## config.mk

```make
export PLATFORM = sky130hd
export DESIGN_NAME = fpm_ctrl
export DESIGN_NICKNAME = d
export VERILOG_FILES = /design/src/rtl/fpm_pkg.sv /design/src/rtl/fpm_ctrl.sv /design/src/rtl/fpm_pp_port.sv
export VERILOG_INCLUDE_DIRS = /design/src /design/src/rtl
export SDC_FILE = /design/constraint.sdc
export NUM_CORES = 1
export LEC_CHECK = 0
export BUFFER_PORTS_ARGS = -buffer_cell sky130_fd_sc_hd__buf_2
export CAP_MARGIN = 20
export CORE_AREA = 2 2 118 120
export CTS_CLUSTER_DIAMETER = 50
export DETAILED_ROUTE_END_ITERATION = 7
export DIE_AREA = 0 0 120 122
export GPL_TIMING_DRIVEN = 0
export PLACE_DENSITY = 0.79
export REMOVE_ABC_BUFFERS = 1
export SLEW_MARGIN = 20
export SYNTH_ARGS = -nofsm -noshare
export SYNTH_HDL_FRONTEND = slang
export SYNTH_HIERARCHICAL = 1
export SYNTH_SLANG_ARGS = --single-unit
```

## constraint.sdc

```tcl
create_clock -name pclk -period 3.6 [get_ports pclk]
set_clock_uncertainty 0.2 [all_clocks]
set_input_delay 0.36 -clock pclk [delete_from_list [all_inputs] [get_ports pclk]]
set_output_delay 0.36 -clock pclk [all_outputs]
set_load 0.02 [all_outputs]
```

## src/rtl/fpm_defs.svh

```systemverilog
// Constants of the flash pin, mode and protection controller
// What this block does
// Run the programming port when the select pin is high, else the host-bus side.
// Outside party sets the select pin before reset release and never changes it.
// The second reset pin acts exactly like the primary reset pin.
// Outside party straps the boot device select straps to zero, others counting up.
// The five general inputs are readable by the host through a register.
// Outside party keeps the general inputs steady around their register read.
// Top-block protect pin low refuses programming of the top boot block.
// Write-protect pin low refuses programming of every block below the top.
// In programming mode the row/column pin says which address half is present.
// Address halves are latched by the row/column pin and held during a write.
// The eight data pins are latched during a write, under write-enable control.
// Read data is driven only while output enable is low, else released.
// Either reset releases the host-bus data drivers and deselects the device.
// A reset during a program or erase aborts that operation.
// Column half maps to the upper address bits, row half to the lower.
// The select pin is sampled at reset release and held until next reset.
// A protected program request leaves memory alone and starts no operation.
`ifndef FPM_DEFS_SVH
`define FPM_DEFS_SVH
`define FPM_ADDR_W        19
`define FPM_ROW_W         11
`define FPM_COL_W         8
`define FPM_TOP_BLK_HI    3'h7
`define FPM_OFS_STATUS    12'h000
`define FPM_OFS_GPI       12'h004
`define FPM_OFS_ADDR      12'h008
`define FPM_OFS_DATA      12'h00C
`define FPM_OFS_CMD       12'h010
`define FPM_CMD_PROG      0
`define FPM_CMD_ERASE     1
`define FPM_CMD_CLR_REF   2
`define FPM_ST_PP         0
`define FPM_ST_BUSY       1
`define FPM_ST_REFUSED    2
`define FPM_ST_ABORTED    3
`define FPM_ST_TBL        4
`define FPM_ST_WP         5
`define FPM_ST_STRAP_LSB  8
`define FPM_CLK_NS        4
`define FPM_PROG_TIME_NS  20000
`define FPM_ERASE_TIME_NS 18000000
`define FPM_PROG_CYC      ((`FPM_PROG_TIME_NS + `FPM_CLK_NS - 1) / `FPM_CLK_NS)
`define FPM_ERASE_CYC     ((`FPM_ERASE_TIME_NS + `FPM_CLK_NS - 1) / `FPM_CLK_NS)
`define FPM_ZERO32        32'h0000_0000
`endif

```

## src/rtl/fpm_pkg.sv

```systemverilog
// Types shared by the flash pin, mode and protection controller
package fpm_pkg;
  typedef logic [18:0] fpm_addr_t;
  typedef logic [7:0]  fpm_byte_t;
  typedef enum logic [1:0] {
    FPM_IDLE,
    FPM_BUSY
  } fpm_op_state_t;
endpackage

```

## src/rtl/fpm_ctrl.sv

```systemverilog
// Top of the flash pin, mode and protection controller with its APB registers
`timescale 1ns/10ps
`default_nettype none
`include "fpm_defs.svh"
module fpm_ctrl #(
  parameter int unsigned PROG_CYCLES  = `FPM_PROG_CYC,
  parameter int unsigned ERASE_CYCLES = `FPM_ERASE_CYC
) (
  // APB slave
  input  wire logic             pclk,
  input  wire logic             presetn,
  input  wire logic             psel,
  input  wire logic             penable,
  input  wire logic             pwrite,
  input  wire logic [11:0]      paddr,
  input  wire logic [31:0]      pwdata,
  output logic      [31:0]      prdata,
  output logic                  pready,
  output logic                  pslverr,
  // Mode, resets and straps
  input  wire logic             parallel_programming_mode,
  input  wire logic             rst_pin_n,
  input  wire logic             init_pin_n,
  input  wire logic [3:0]       chip_select_strap,
  input  wire logic [4:0]       general_inputs,
  input  wire logic             top_block_protect_n,
  input  wire logic             write_protect_n,
  // Host-bus data drivers from the cycle engine
  input  wire logic             lpc_drive_req,
  input  wire logic [3:0]       lpc_drive_data,
  output logic      [3:0]       lpc_ad_o,
  output logic                  lpc_ad_oe,
  output logic                  lpc_active,
  // Programming port pins
  input  wire logic             row_col_sel,
  input  wire logic [10:0]      muxed_address_pins,
  input  wire logic [7:0]       prog_data_bus_i,
  output logic      [7:0]       prog_data_bus_o,
  output logic                  prog_data_bus_oe,
  input  wire logic             oe_n,
  input  wire logic             we_n,
  // Memory core
  input  wire fpm_pkg::fpm_byte_t core_rd_data,
  output fpm_pkg::fpm_addr_t    core_addr,
  output fpm_pkg::fpm_byte_t    core_wr_data,
  output logic                  core_start,
  output logic                  core_erase,
  output logic                  core_abort,
  output logic                  core_busy
);
  import fpm_pkg::*;

  if (PROG_CYCLES < 1 || ERASE_CYCLES < 1) begin : g_chk
    $error("fpm_ctrl: operation cycle counts must be at least one");
  end

  logic          dev_reset;
  logic          mode_valid_q;
  logic          pp_q;
  logic          pp_en;
  logic [31:0]   status;
  logic          setup;
  logic          wr_acc;
  logic          mapped;
  fpm_addr_t     reg_addr_q;
  fpm_byte_t     reg_data_q;
  fpm_addr_t     pp_addr;
  fpm_byte_t     pp_data;
  logic          pp_wr;
  logic          req;
  logic          req_erase;
  fpm_addr_t     req_addr;
  fpm_byte_t     req_data;
  logic          blocked;
  logic          refused_q;
  logic          aborted_q;
  logic          clr_ref;
  fpm_op_state_t state_q;
  logic [31:0]   count_q;

  // Refuse when the addressed block's protect pin is low
  function automatic logic fpm_protected(input fpm_addr_t a, input logic tbl_n,
                                         input logic wp_n);
    if (a[18:16] == `FPM_TOP_BLK_HI) begin
      fpm_protected = !tbl_n;
    end else begin
      fpm_protected = !wp_n;
    end
  endfunction

  // Either reset pin resets the device logic
  assign dev_reset = !rst_pin_n || !init_pin_n;

  // Interface chosen once after reset release, held until the next reset
  always_ff @(posedge pclk or negedge presetn) begin
    if (!presetn) begin
      mode_valid_q <= 1'b0;
      pp_q         <= 1'b0;
    end else if (dev_reset) begin
      mode_valid_q <= 1'b0;
    end else if (!mode_valid_q) begin
      mode_valid_q <= 1'b1;
      pp_q         <= parallel_programming_mode;
    end
  end

  // Only the selected interface is live
  assign pp_en      = mode_valid_q && pp_q && !dev_reset;
  assign lpc_active = mode_valid_q && !pp_q && !dev_reset;

  // Host-bus drivers released in reset and outside host-bus mode
  always_ff @(posedge pclk or negedge presetn) begin
    if (!presetn) begin
      lpc_ad_o  <= 4'h0;
      lpc_ad_oe <= 1'b0;
    end else begin
      lpc_ad_o  <= lpc_drive_data;
      lpc_ad_oe <= lpc_active && lpc_drive_req && rst_pin_n && init_pin_n;
    end
  end

  fpm_pp_port u_pp (
    .pclk               (pclk),
    .presetn            (presetn),
    .enable             (pp_en),
    .row_col_sel        (row_col_sel),
    .muxed_address_pins (muxed_address_pins),
    .prog_data_bus_i    (prog_data_bus_i),
    .prog_data_bus_o    (prog_data_bus_o),
    .prog_data_bus_oe   (prog_data_bus_oe),
    .oe_n               (oe_n),
    .we_n               (we_n),
    .rd_data            (core_rd_data),
    .addr               (pp_addr),
    .wr_data            (pp_data),
    .wr_strobe          (pp_wr)
  );

  // APB decode: read data captured in setup, writes taken in access
  assign setup   = psel && !penable;
  assign wr_acc  = psel && penable && pwrite;
  assign pready  = psel && penable;
  assign mapped  = paddr == `FPM_OFS_STATUS || paddr == `FPM_OFS_GPI ||
                   paddr == `FPM_OFS_ADDR || paddr == `FPM_OFS_DATA ||
                   paddr == `FPM_OFS_CMD;
  assign pslverr = pready && !mapped;
  assign clr_ref = wr_acc && paddr == `FPM_OFS_CMD && pwdata[`FPM_CMD_CLR_REF];

  // Status word assembled from live block state
  always_comb begin
    status                      = `FPM_ZERO32;
    status[`FPM_ST_PP]          = pp_q;
    status[`FPM_ST_BUSY]        = state_q == FPM_BUSY;
    status[`FPM_ST_REFUSED]     = refused_q;
    status[`FPM_ST_ABORTED]     = aborted_q;
    status[`FPM_ST_TBL]         = top_block_protect_n;
    status[`FPM_ST_WP]          = write_protect_n;
    status[`FPM_ST_STRAP_LSB +: 4] = chip_select_strap;
  end

  // Read data register
  always_ff @(posedge pclk or negedge presetn) begin
    if (!presetn) begin
      prdata <= `FPM_ZERO32;
    end else if (setup && !pwrite) begin
      case (paddr)
        `FPM_OFS_STATUS: prdata <= status;
        `FPM_OFS_GPI:    prdata <= {27'h0000000, general_inputs};
        `FPM_OFS_ADDR:   prdata <= {13'h0000, reg_addr_q};
        `FPM_OFS_DATA:   prdata <= {24'h000000, reg_data_q};
        default:         prdata <= `FPM_ZERO32;
      endcase
    end
  end

  // Address and data registers for host-side program requests
  always_ff @(posedge pclk or negedge presetn) begin
    if (!presetn) begin
      reg_addr_q <= 19'h00000;
      reg_data_q <= 8'h00;
    end else if (wr_acc) begin
      if (paddr == `FPM_OFS_ADDR) begin
        reg_addr_q <= pwdata[18:0];
      end
      if (paddr == `FPM_OFS_DATA) begin
        reg_data_q <= pwdata[7:0];
      end
    end
  end

  // Request source follows the selected interface
  always_comb begin
    req       = 1'b0;
    req_erase = 1'b0;
    req_addr  = reg_addr_q;
    req_data  = reg_data_q;
    if (pp_en) begin
      req      = pp_wr;
      req_addr = pp_addr;
      req_data = pp_data;
    end else if (lpc_active && wr_acc && paddr == `FPM_OFS_CMD) begin
      req       = pwdata[`FPM_CMD_PROG] || pwdata[`FPM_CMD_ERASE];
      req_erase = pwdata[`FPM_CMD_ERASE];
    end
  end

  assign blocked = fpm_protected(req_addr, top_block_protect_n, write_protect_n);

  // Operation sequencer: start, timed run, abort on reset
  always_ff @(posedge pclk or negedge presetn) begin
    if (!presetn) begin
      state_q      <= FPM_IDLE;
      count_q      <= `FPM_ZERO32;
      core_start   <= 1'b0;
      core_abort   <= 1'b0;
      core_erase   <= 1'b0;
      core_addr    <= 19'h00000;
      core_wr_data <= 8'h00;
    end else begin
      core_start <= 1'b0;
      core_abort <= 1'b0;
      if (!pp_en) begin
        core_addr <= req_addr;
      end else if (state_q == FPM_IDLE) begin
        core_addr <= pp_addr;
      end
      case (state_q)
        FPM_IDLE: begin
          if (req && !blocked && !dev_reset) begin
            state_q      <= FPM_BUSY;
            core_start   <= 1'b1;
            core_erase   <= req_erase;
            core_addr    <= req_addr;
            core_wr_data <= req_data;
            count_q      <= req_erase ? ERASE_CYCLES - 1 : PROG_CYCLES - 1;
          end
        end
        FPM_BUSY: begin
          if (dev_reset) begin
            state_q    <= FPM_IDLE;
            core_abort <= 1'b1;
          end else if (count_q == `FPM_ZERO32) begin
            state_q <= FPM_IDLE;
          end else begin
            count_q <= count_q - 32'h0000_0001;
          end
        end
        default: state_q <= FPM_IDLE;
      endcase
    end
  end

  assign core_busy = state_q == FPM_BUSY;

  // Sticky refused and aborted flags; a new event wins over a clear
  always_ff @(posedge pclk or negedge presetn) begin
    if (!presetn) begin
      refused_q <= 1'b0;
      aborted_q <= 1'b0;
    end else begin
      if (req && blocked && state_q == FPM_IDLE) begin
        refused_q <= 1'b1;
      end else if (clr_ref) begin
        refused_q <= 1'b0;
      end
      if (state_q == FPM_BUSY && dev_reset) begin
        aborted_q <= 1'b1;
      end else if (clr_ref) begin
        aborted_q <= 1'b0;
      end
    end
  end
endmodule
`default_nettype wire

```

## src/rtl/fpm_pp_port.sv

```systemverilog
// Parallel programming port: address halves, data latch and output gating
`timescale 1ns/10ps
`default_nettype none
`include "fpm_defs.svh"
module fpm_pp_port (
  // Clock and reset
  input  wire logic             pclk,
  input  wire logic             presetn,
  input  wire logic             enable,
  // Programming pins
  input  wire logic             row_col_sel,
  input  wire logic [10:0]      muxed_address_pins,
  input  wire logic [7:0]       prog_data_bus_i,
  output logic      [7:0]       prog_data_bus_o,
  output logic                  prog_data_bus_oe,
  input  wire logic             oe_n,
  input  wire logic             we_n,
  // Core side
  input  wire fpm_pkg::fpm_byte_t rd_data,
  output fpm_pkg::fpm_addr_t    addr,
  output fpm_pkg::fpm_byte_t    wr_data,
  output logic                  wr_strobe
);
  import fpm_pkg::*;
  logic [10:0] row_q;
  logic [7:0]  col_q;
  logic        we_n_q;

  // Halves follow the pins by row/column level, frozen while a write is open
  always_ff @(posedge pclk or negedge presetn) begin
    if (!presetn) begin
      row_q <= 11'h000;
      col_q <= 8'h00;
    end else if (enable && we_n) begin
      if (row_col_sel) begin
        row_q <= muxed_address_pins;
      end else begin
        col_q <= muxed_address_pins[7:0];
      end
    end
  end

  // Data caught while write enable is low, strobe at its rising edge
  always_ff @(posedge pclk or negedge presetn) begin
    if (!presetn) begin
      we_n_q    <= 1'b1;
      wr_data   <= 8'h00;
      wr_strobe <= 1'b0;
    end else begin
      we_n_q    <= we_n;
      wr_strobe <= enable && we_n && !we_n_q;
      if (enable && !we_n) begin
        wr_data <= prog_data_bus_i;
      end
    end
  end

  // Column to upper bits, row to lower bits
  assign addr = {col_q, row_q};

  // Read data registered; drivers on only while output enable is low
  always_ff @(posedge pclk or negedge presetn) begin
    if (!presetn) begin
      prog_data_bus_o  <= 8'h00;
      prog_data_bus_oe <= 1'b0;
    end else begin
      prog_data_bus_o  <= rd_data;
      prog_data_bus_oe <= enable && !oe_n && we_n;
    end
  end
endmodule
`default_nettype wire

```

==> results of run 1 <==
==> worst max path at each step <==
stage	start	end	slack, ps
2_1_floorplan	init_pin_n	count_q[24]$_DFFE_PN0P_	280
6_report	pp_q$_DFFE_PN0P_	core_wr_data[6]$_DFFE_PN0P_	240
4_1_cts	count_q[0]$_DFFE_PN0P_	count_q[15]$_DFFE_PN0P_	70
5_1_grt	pp_q$_DFFE_PN0P_	core_wr_data[6]$_DFFE_PN0P_	30
3_3_place_gp	init_pin_n	count_q[24]$_DFFE_PN0P_	-1340
3_5_place_dp	rst_pin_n	count_q[24]$_DFFE_PN0P_	-450
==> worst max-delay path, cell delays in order (launching register included) <==
cell and delay [ps]:
dfrtp_1 400, nand4_1 180, buf_6 210, buf_6 200, mux2i_1 270, mux2i_1 520
nand2b_2 460, clkinvlp_2 540, a31oi_1 290
==> sequential cells by signal, indices dropped and copies added, names as in the netlist, 4 cells and up <==
| name | count |
|---|---|
| core_wr_data | 8 |
| prdata | 19 |
| count_q | 32 |
| u_pp/prog_data_bus_o | 8 |
| u_pp/wr_data | 8 |
| u_pp/row_q | 11 |
| core_addr | 19 |
| lpc_ad_o | 4 |
| u_pp/col_q | 8 |
| reg_data_q | 8 |
| reg_addr_q | 19 |
==> kinds of logic after synthesis <==
group / share of synthesized area [%]
AND/OR/NAND/NOR: 13.8
flip-flops: 56.0
AO/OA/AOI/OAI: 10.4
multiplexers: 15.1
buffers and inverters: 4.00
XOR/XNOR: 0.377
adder cells (fa/ha/maj): 0.179
other: 0.0538
==> cells in the mapped netlist, types with 3 or more instances <==
| cell type | n |
|---|---|
| nor4_1 | 11 |
| nor3_1 | 14 |
| a21oi_1 | 18 |
| nand3_1 | 11 |
| a31oi_1 | 16 |
| o21ai_0 | 50 |
| or4_1 | 6 |
| buf_6 | 3 |
| inv_1 | 9 |
| clkbuf_1 | 18 |
| nand2b_1 | 4 |
| mux2_2 | 46 |
| xnor2_1 | 3 |
| dfrtp_1 | 155 |
| o311ai_0 | 3 |
| buf_4 | 14 |
| or2_2 | 4 |
| nor2_1 | 40 |
| o31ai_1 | 4 |
| or3_1 | 11 |
| mux2_4 | 10 |
| mux4_2 | 3 |
| buf_1 | 3 |
| or4_4 | 3 |
| nand2_1 | 76 |
| o41ai_1 | 5 |
| buf_2 | 4 |
| mux2i_1 | 32 |
==> power groups by stage <==
| stage | Sequential, mW | Clock, mW | Combinational [mW] |
|---|---|---|---|
| 3_5_place_dp | 1.90 | 0 | 0.272 |
| 6_report | 1.87 | 1.91 | 0.323 |
| 2_1_floorplan | 1.90 | 0 | 0.126 |
| 3_3_place_gp | 1.89 | 0 | 0.253 |
| 5_1_grt | 1.88 | 2.00 | 0.352 |
| 4_1_cts | 1.87 | 1.92 | 0.320 |
==> metrics by stage <==
| stage | setup slack, ps | instances | total power, mW |
|---|---|---|---|
| global placement | -1340 | 920 | 2.14 |
| detailed placement | -455 | 924 | 2.17 |
| floorplan | 283 | 589 | 2.02 |
| finish | 237 | 1016 | 4.10 |
| CTS | 74.3 | 1010 | 4.11 |
| global route | 34.6 | 1015 | 4.23 |
==> metal layers <==
layer | global-route usage (%) | vias up
met5 | 0 | -
met3 | 7.72 | 64
met1 | 33.6 | 2877
met2 | 45.6 | 342
li1 | - | 2599
met4 | 12.8 | 0
==> final cells by class <==
class | instances | area (um2)
timing repair inverter | 1 | 5.00
clock inverter | 10 | 163
tap | 180 | 225
multi-input combinational | 422 | 2850
clock buffer | 22 | 464
sequential | 156 | 3910
inverter | 11 | 45.0
timing repair buffer | 213 | 1400
fill | 939 | 4440
antenna | 1 | 2.50
==> timing repair <==
item / in CTS / in global routing
cloned: 0 / 1
hold endpoints to repair: 127 / 0
buffers inserted: 1 / 4
pin swaps: 1 / 1
setup endpoints to repair: 16 / 28
hold buffers: 53 / 0
gates resized for setup: 0 / 4
==> impl_summary.log, run 1 <==
[metrics] portion of the clock cycle consumed by the worst path in the final layout: 93.4%
[metrics] WL met1: 7350 um
[metrics] number of sinks handled by clock tree synthesis: 156
[metrics] Final Max Tran Viols: 0
[metrics] DP Area: 7840 um2
[metrics] number of nets at the end of the flow: 921
[metrics] fraction of power consumed by combinational cells: 7.9%
[metrics] leading area contributor after synthesis: dfrtp_1
[metrics] die height: roughly 120 um
[metrics] I/O pins: approximately 180
[metrics] die area: 14600 um2
[metrics] GPL Wtd Cong: 0.820
[metrics] Routed WL: 19400 um
[metrics] most common cell after layout, fill and taps aside: dfrtp_1
[metrics] Arrival @ worst endpoint: 3510 ps
[metrics] length of the first detailed-routing pass in iterations: 5
[metrics] maximum resistive drop on vdd: 0.335 mV
[metrics] worst setup path class: flip-flop to flip-flop
[metrics] per-cell via count in the routed design: between 5 and 6
[metrics] post-detail-place hpwl: 12200 um
[metrics] PortBufs: 151
[metrics] number of cells on the worst hold path: 2
[metrics] fraction of layout instances using a drive strength above 1: around 33%
[metrics] logic depth of the worst register-to-register path: 8
[metrics] minimum clock period after layout: 3360 ps
[metrics] buffer depth of the longest clock path: 2
[metrics] total core area: 13500 um2
[metrics] starting utilization of the core area: about 52%
[metrics] Post-synth EDFFs: 0
[metrics] Final Hold Fails: 0
[metrics] Worst Max-Slew Pin Slew: 1020 ps
[metrics] type of the tightest min-delay check: primary input to flip-flop
[metrics] Crit path required time: 3750 ps
[metrics] fraction of the yosys area taken by sequential cells: 56.0%
[metrics] type of origin of the critical path: flip-flop
[metrics] clock network power share: 46.5%
[metrics] clock-pin slew on the worst setup and hold paths: 60 ps
[metrics] cell area after technology mapping: between 6000 and 7000 um2
[metrics] outcome: finished, final reports clean
[metrics] number of antenna violations at the first check in global routing: 0
[metrics] leakage: about 4.4 nW
[metrics] average wire per cell in the routed design: 19.1 um
[metrics] global-route wire length before repair: 31100 um
[metrics] Sw Ratio: ~22%
[metrics] pin count of the biggest net entering global routing: 95
[metrics] Synth Instances: 619
[metrics] Max-Cap Viols: 0
[metrics] worst slew slack as a fraction of its limit: 31.6%
[metrics] DR vias: 5882
[metrics] minimum hold slack: 7.74 ps
[metrics] hold wc startpoint: pwdata[2]
[metrics] portion of synthesized cell area occupied by the leading cell type: around 56%
[metrics] net switching power: a little over 0.9 mW
[metrics] count of synthesis-stage warnings from yosys: 6
[metrics] clock latency of the later-clocked register in the worst-skew pair: between 400 and 500 ps
[metrics] biggest area contributors in the synthesized netlist: dfrtp_1 (56%), mux2_2 (7.4%), mux2i_1 (4.6%)
[metrics] fraction of synthesis flops using an asynchronous set or reset pin: 100%
[metrics] die span in x: 120 um
[metrics] number of DRC markers in iteration 0: approximately 330
[metrics] CTS tree: yes
[metrics] prevailing post-synth register cell: dfrtp_1
[metrics] final global-route overflow total: 0
[metrics] sum of negative setup slack: 0 ps
[metrics] total CTS buffers: 17
[metrics] number of remaining DRC errors: 0
[metrics] post-layout utilization of the core: 67.1%
[metrics] Reg power frac: between 40% and 50%
[metrics] met2 WL post-DR: 9880 um
[metrics] H-Tree Level Count: 4
[metrics] GRT Util Overall: between 20% and 30%
[metrics] worst reg2reg startpoint: pp_q$_DFFE_PN0P_
[metrics] unrepaired setup endpoints after global routing: false
[metrics] Met3 Routed Length: about 1600 um
[metrics] cell at the root of the clock tree: clkbuf_16
[metrics] category of the worst setup path capture point: flip-flop
[metrics] crit-path max FO: 19
[metrics] number of distinct library cell variants in the gate-level netlist after synthesis: 62
[metrics] post-layout instance area: approximately 9100 um2
[metrics] Fmax achieved: 0.297 GHz
[metrics] antenna-violating nets left: 0
[metrics] vias in the first global route: 6072
[metrics] Site Rows: 43
[metrics] Final Setup Violations: 0
[metrics] max layer used: met4
[metrics] Power Density: between 400 and 500 nW/um2
[metrics] most used cells in the layout excluding fill and tap cells: dfrtp_1 (154), buf_2 (150), nand2_1 (75), dlygate4sd3_1 (53), o21ai_0 (50)
[metrics] Endpoint, Worst Hold: reg_data_q[2]$_DFFE_PN0P_
[metrics] count of state elements after synthesis: about 160
[metrics] end of the worst register-to-register path: core_wr_data[6]$_DFFE_PN0P_
[metrics] internal power consumption: 3.19 mW
[metrics] mean post-synth cell area: 11.3 um2
[metrics] r2r setup slk: 240 ps
[metrics] area growth from synthesis to final layout: 30.0%
(Power assumes the default switching activity.)
==> run 2, diff against run 1 <==
--- a/config.mk
+++ b/config.mk
@@ -13,7 +13,7 @@
 export DETAILED_ROUTE_END_ITERATION = 7
 export DIE_AREA = 0 0 120 122
 export GPL_TIMING_DRIVEN = 0
-export PLACE_DENSITY = 0.79
+export PLACE_DENSITY = 0.91
 export REMOVE_ABC_BUFFERS = 1
 export SLEW_MARGIN = 20
 export SYNTH_ARGS = -nofsm -noshare
==> impl_summary.log, run 2 (synthesis results as in run 1) <==
[metrics] Final Max Tran Viols: 0
[metrics] Final Setup Violations: 0
[metrics] post-detail-place hpwl: 12000 um
[metrics] area growth from synthesis to final layout: 29.3%
[metrics] number of DRC markers in iteration 0: 503
[metrics] met3 usage in global routing: 8.01%
[metrics] busiest grt layer: met2
[metrics] Fmax achieved: 0.290 GHz
[metrics] GPL Wtd Cong: 0.845
[metrics] most common cell after layout, fill and taps aside: dfrtp_1
[metrics] logic depth of the worst register-to-register path: 8
[metrics] CP Cell Sequence: nand4_1, buf_6, buf_6, mux2i_1, mux2i_1, nand2b_2, clkinvlp_2, a31oi_1
[metrics] Site Rows: 43
[metrics] Setup Slack @ Placement: -64.4 ps
[metrics] clock latency of the later-clocked register in the worst-skew pair: 420 ps
[metrics] fraction of layout instances using a drive strength above 1: 32.4%
[metrics] Routed WL: 19200 um
[metrics] unrepaired setup endpoints after global routing: false
[metrics] starting utilization of the core area: between 50% and 60%
[metrics] per-cell via count in the routed design: ~5.8
[metrics] die area: between 10000 and 15000 um2
[metrics] worst reg2reg startpoint: pp_q$_DFFE_PN0P_
[metrics] pin count of the biggest net entering global routing: 89
[metrics] cell with the biggest individual delay on the critical path: clkinvlp_2
[metrics] PortBufs: 151
[metrics] most used cells in the layout excluding fill and tap cells: dfrtp_1 (154), buf_2 (150), nand2_1 (75), dlygate4sd3_1 (53), o21ai_0 (50)
[metrics] I/O pins: 178
[metrics] category of the worst setup path capture point: flip-flop
[metrics] length of the first detailed-routing pass in iterations: 6
[metrics] clock-pin slew on the worst setup and hold paths: 60 ps
[metrics] Max-Cap Viols: 0
[metrics] vias in the first global route: 6020
[metrics] DR vias: 5845
[metrics] Crit path required time: 3740 ps
[metrics] worst slew slack as a fraction of its limit: between 20% and 30%
[metrics] cell at the root of the clock tree: clkbuf_16
[metrics] crit-path max FO: 19
[metrics] number of nets at the end of the flow: 920
[metrics] total core area: 13500 um2
[metrics] register containing the most flip-flops in the final layout: count_q
[metrics] DP Area: between 7000 and 8000 um2
[metrics] GRT Util Overall: between 20 and 30%
[metrics] type of the tightest min-delay check: primary input to flip-flop
[metrics] Worst Setup Slack, final: around 150 ps
[metrics] global-route wire length before repair: 30500 um
[metrics] die height: ~120 um
[metrics] outcome: finished, final reports clean
[metrics] leakage: approximately 4.4 nW
[metrics] minimum clock period after layout: 3450 ps
[metrics] die span in x: 120 um
[metrics] CTS tree: yes
[metrics] minimum hold slack: about 23 ps
[metrics] final global-route overflow total: 0
[metrics] Arrival @ worst endpoint: 3590 ps
[metrics] number of remaining DRC errors: 0
[metrics] r2r setup slk: 150 ps
[metrics] endpoint of the most critical setup path: core_wr_data[0]$_DFFE_PN0P_
[metrics] antenna-violating nets left: 0
[metrics] number of sinks handled by clock tree synthesis: around 160
[metrics] type of origin of the critical path: flip-flop
[metrics] buffer depth of the longest clock path: 2
[metrics] Final Hold Fails: 0
[metrics] worst setup path start: pp_q$_DFFE_PN0P_
[metrics] end of the worst register-to-register path: core_wr_data[0]$_DFFE_PN0P_
[metrics] total CTS buffers: 17
[metrics] Critical Path Max Stage Delay: 540 ps
[metrics] global routing usage on met2: between 40% and 50%
[metrics] average wire per cell in the routed design: 18.9 um
[metrics] maximum resistive drop on vdd: about 0.32 mV
[metrics] number of antenna violations at the first check in global routing: 2
[metrics] Worst Max-Slew Pin Slew: 1070 ps
[metrics] portion of the clock cycle consumed by the worst path in the final layout: 95.9%
[metrics] post-layout instance area: 9010 um2
[metrics] H-Tree Level Count: 4
[metrics] GR met1 Demand/Resource: 32.5%
[metrics] number of fillers in the final layout: around 940
[metrics] flip-flop count of the largest register, all copies and words added: 32
[metrics] worst setup path class: flip-flop to flip-flop
[metrics] Power Density: about 440 nW/um2
-- run 2: cell types whose count changed in the layout (fill, tap and decap cells not counted), moves of 2 or more --
cell / before / now
bufinv_16: 4 / 2
buf_4: 5 / 2
clkinv_2: 2 / 5
clkbuf_1: 3 / 1
-- run 2: worst min path at each step --
stage | from | end | slack, ps | cells after the start
2_1_floorplan | presetn | aborted_q$_DFFE_PN0P_ | -140 | 0
3_3_place_gp | prdata[7]$_DFFE_PN0P_ | prdata[7]$_DFFE_PN0P_ | 260 | 2
3_5_place_dp | presetn | count_q[31]$_DFFE_PN0P_ | 150 | 1
4_1_cts | pwdata[2] | reg_data_q[2]$_DFFE_PN0P_ | 10 | 2
5_1_grt | pwdata[2] | reg_data_q[2]$_DFFE_PN0P_ | 30 | 2
6_report | pwdata[2] | reg_data_q[2]$_DFFE_PN0P_ | 20 | 2
-- run 2: layer usage --
layer	wire, um	part of all wire, %
met1	7360	38
met2	9690	50
met3	1600	8.3
met4	523	2.7
met5	15	0.078
-- run 2: stage by stage --
step / total power, mW / std cells / setup TNS, ps / utilization (%)
floorplan: 2.02 / 589 / 0 / -
global placement: 2.15 / 920 / -101790 / 57.5
detailed placement: 2.17 / 926 / -73.7 / 58.2
CTS: 3.96 / 1011 / 0 / 66.5
global route: 4.09 / 1016 / 0 / 66.8
finish: 3.95 / 1016 / 0 / 66.8
-- run 2: worst max-delay path, delay by kind of cell (launching register included) --
| family | cells | cell delay (ps) |
|---|---|---|
| compound gates | 1 | 300 |
| simple gates | 2 | 630 |
| mux | 2 | 830 |
| buf+inv | 3 | 970 |
| flops | 1 | 420 |
-- run 2: timing repair --
action	in CTS	in global routing
gates resized for setup	0	3
buffers inserted	0	2
hold endpoints to repair	133	0
setup endpoints to repair	0	25
hold buffers	53	0
-- run 2: area by class of cell --
| class | count | area, um2 | area share, % |
|---|---|---|---|
| diodes | 2 | 5.00 | 0.0555 |
| clock buffers | 21 | 470 | 5.22 |
| clock inverters | 11 | 118 | 1.30 |
| inverters | 11 | 45.0 | 0.500 |
| multi-input cells | 422 | 2840 | 31.5 |
| flip-flops and latches | 156 | 3910 | 43.3 |
| well taps | 180 | 225 | 2.50 |
| repair buffers | 212 | 1400 | 15.5 |
| repair inverters | 1 | 5.00 | 0.0555 |
-- run 2: report_power, final --
part | internal, mW | switching [mW] | total (mW)
Clock | 1.07 | 0.688 | 1.76
Sequential | 1.83 | 0.0437 | 1.87
Combinational | 0.166 | 0.156 | 0.322
Total | 3.06 | 0.887 | 3.95
==> run 3, diff against run 2 <==
--- a/config.mk
+++ b/config.mk
@@ -13,10 +13,11 @@
 export DETAILED_ROUTE_END_ITERATION = 7
 export DIE_AREA = 0 0 120 122
 export GPL_TIMING_DRIVEN = 0
-export PLACE_DENSITY = 0.91
+export PLACE_DENSITY = 0.85
 export REMOVE_ABC_BUFFERS = 1
 export SLEW_MARGIN = 20
 export SYNTH_ARGS = -nofsm -noshare
 export SYNTH_HDL_FRONTEND = slang
 export SYNTH_HIERARCHICAL = 1
 export SYNTH_SLANG_ARGS = --single-unit
+export TNS_END_PERCENT = 1
==> impl_summary.log, run 3 (synthesis results as in run 1) <==
[metrics] outcome: finished, final reports clean
[metrics] cell at the root of the clock tree: clkbuf_16
[metrics] worst setup path class: flip-flop to flip-flop
[metrics] average wire per cell in the routed design: approximately 18 um
[metrics] Final Hold Fails: 0
[metrics] number of DRC markers in iteration 0: between 300 and 400
[metrics] number of nets at the end of the flow: 920
[metrics] DR vias: about 5.7k
[metrics] final std cells w/o fill: slightly above 1k
[metrics] clock-pin slew on the worst setup and hold paths: about 60 ps
[metrics] number of antenna violations at the first check in global routing: 1
[metrics] PortBufs: 151
[metrics] minimum clock period after layout: ~3400 ps
[metrics] final global-route overflow total: 0
[metrics] global-route wire length before repair: 29400 um
[metrics] most used cells in the layout excluding fill and tap cells: dfrtp_1 (154), buf_2 (150), nand2_1 (75), dlygate4sd3_1 (53), o21ai_0 (50)
[metrics] unrepaired setup endpoints after global routing: false
[metrics] area growth from synthesis to final layout: 29.0%
[metrics] type of the tightest min-delay check: primary input to flip-flop
[metrics] length of the first detailed-routing pass in iterations: 5
[metrics] Routed WL: between 15000 and 20000 um
[metrics] crit-path max FO: 10
[metrics] H-Tree Level Count: 4
[metrics] post-layout instance area: 9000 um2
[metrics] pin count of the biggest net entering global routing: 83
[metrics] total CTS buffers: 17
[metrics] number of remaining DRC errors: 0
[metrics] Crit path required time: around 3700 ps
[metrics] post-detail-place hpwl: 11400 um
[metrics] starting utilization of the core area: 51.6%
[metrics] CTS tree: yes
[metrics] total core area: 13500 um2
[metrics] die span in x: ~120 um
[metrics] Final Max Tran Viols: 0
[metrics] leakage: 4.38 nW
[metrics] GPL Wtd Cong: 0.820
[metrics] net switching power: just under 0.9 mW
[metrics] Reg power frac: 47.6%
[metrics] portion of the clock cycle consumed by the worst path in the final layout: 94.3%
[metrics] number of sinks handled by clock tree synthesis: 156
[metrics] maximum resistive drop on vdd: 0.308 mV
[metrics] Pwr Total: 3.92 mW
[metrics] clock latency of the later-clocked register in the worst-skew pair: between 400 and 500 ps
[metrics] Sw Ratio: 22.8%
[metrics] Max-Cap Viols: 0
[metrics] internal power consumption: 3.03 mW
[metrics] die height: 122 um
[metrics] buffer depth of the longest clock path: 2
[metrics] Arrival @ worst endpoint: 3510 ps
[metrics] Power Density: 436 nW/um2
[metrics] Final Setup Violations: 0
[metrics] post-layout utilization of the core: roughly two thirds
[metrics] vias in the first global route: 5776
[metrics] type of origin of the critical path: flip-flop
[metrics] DP Area: slightly below 8000 um2
[metrics] most common cell after layout, fill and taps aside: dfrtp_1
[metrics] category of the worst setup path capture point: flip-flop
[metrics] Fmax achieved: 0.294 GHz
[metrics] I/O pins: 178
[metrics] total instance count after detailed placement: slightly above 900
[metrics] antenna-violating nets left: 0
[metrics] per-cell via count in the routed design: 5.66
[metrics] GRT Util Overall: 25.9%
[metrics] Site Rows: 43
[metrics] fraction of power consumed by combinational cells: 8.1%
[metrics] flip-flop count of the largest register, all copies and words added: 32
[metrics] die area: 14600 um2
[metrics] worst slew slack as a fraction of its limit: 29.5%
[metrics] clock network power share: 44.3%
[metrics] Worst Max-Slew Pin Slew: 1050 ps
[metrics] register containing the most flip-flops in the final layout: count_q
[metrics] fraction of layout instances using a drive strength above 1: 32.3%
-- run 3: changes by cell type in the layout (fill, tap and decap cells not counted), sizes merged --
cell,delta
clkinv,-1
clkinvlp,+1
diode,-1
-- run 3: power by group through the flow --
stage | logic [mW] | clock network, mW | registers (mW)
CTS | 0.315 | 1.75 | 1.87
floorplan | 0.126 | 0 | 1.90
detailed placement | 0.269 | 0 | 1.90
global route | 0.347 | 1.83 | 1.88
global placement | 0.255 | 0 | 1.89
finish | 0.319 | 1.74 | 1.87
-- run 3: per-layer routing --
metal  wire (um)  global-route usage [%]  up-vias  part of all wire [%]
li1            -                       -     2602                     -
met4         575                    11.0        0                   3.1
met1        7480                    32.6     2847                    41
met2        9090                    43.0      244                    49
met3        1300                    6.46       49                   7.0
met5           0                       0        -                     0
-- run 3: final cells by class --
cell class	instances	area, um2
fill	987	4510
sequential	156	3910
multi-input combinational	422	2840
timing repair buffer	212	1400
clock buffer	21	450
tap	180	225
clock inverter	11	120
inverter	11	45.0
timing repair inverter	1	7.51
antenna	1	2.50
-- run 3: repair_timing --
item	4_1_cts	5_1_grt
pin swaps	0	1
gates resized for setup	3	1
cloned	1	0
hold buffers	53	0
hold endpoints to repair	140	0
buffers inserted	0	3
setup endpoints to repair	3	14
-- run 3: worst max-delay path: stages, from the launching register on --
cell       delay [ps]
dfrtp_1           400
inv_1             110
ha_1              220
or3b_1            430
or4_1             690
or4_4             530
a2bb2oi_4         250
buf_4             190
a21oi_1            50
o22a_1            200
-- run 3: final timing paths --
check	endpoint	depth (start not counted)	startpoint	slack (ps)
hold reg to reg	prdata[1]$_DFFE_PN0P_	2	prdata[1]$_DFFE_PN0P_	280
hold / removal	mode_valid_q$_DFF_PN0_	3	rst_pin_n	20
min in group asynchronous	count_q[30]$_DFFE_PN0P_	2	presetn	300
setup / recovery	count_q[4]$_DFFE_PN0P_	9	count_q[0]$_DFFE_PN0P_	200
max in group asynchronous	core_addr[4]$_DFF_PN0_	3	presetn	2120
setup reg to reg	count_q[4]$_DFFE_PN0P_	9	count_q[0]$_DFFE_PN0P_	200
-- run 3: through the flow --
stage | hold slack, ps | setup TNS (ps) | setup slack, ps
6_report | 18.5 | 0 | 204
5_1_grt | 15.8 | 0 | 31.0
4_1_cts | 2.28 | 0 | 69.1
3_5_place_dp | 173 | -2340 | -263
3_3_place_gp | 257 | -110170 | -1340
2_1_floorplan | -136 | 0 | 283
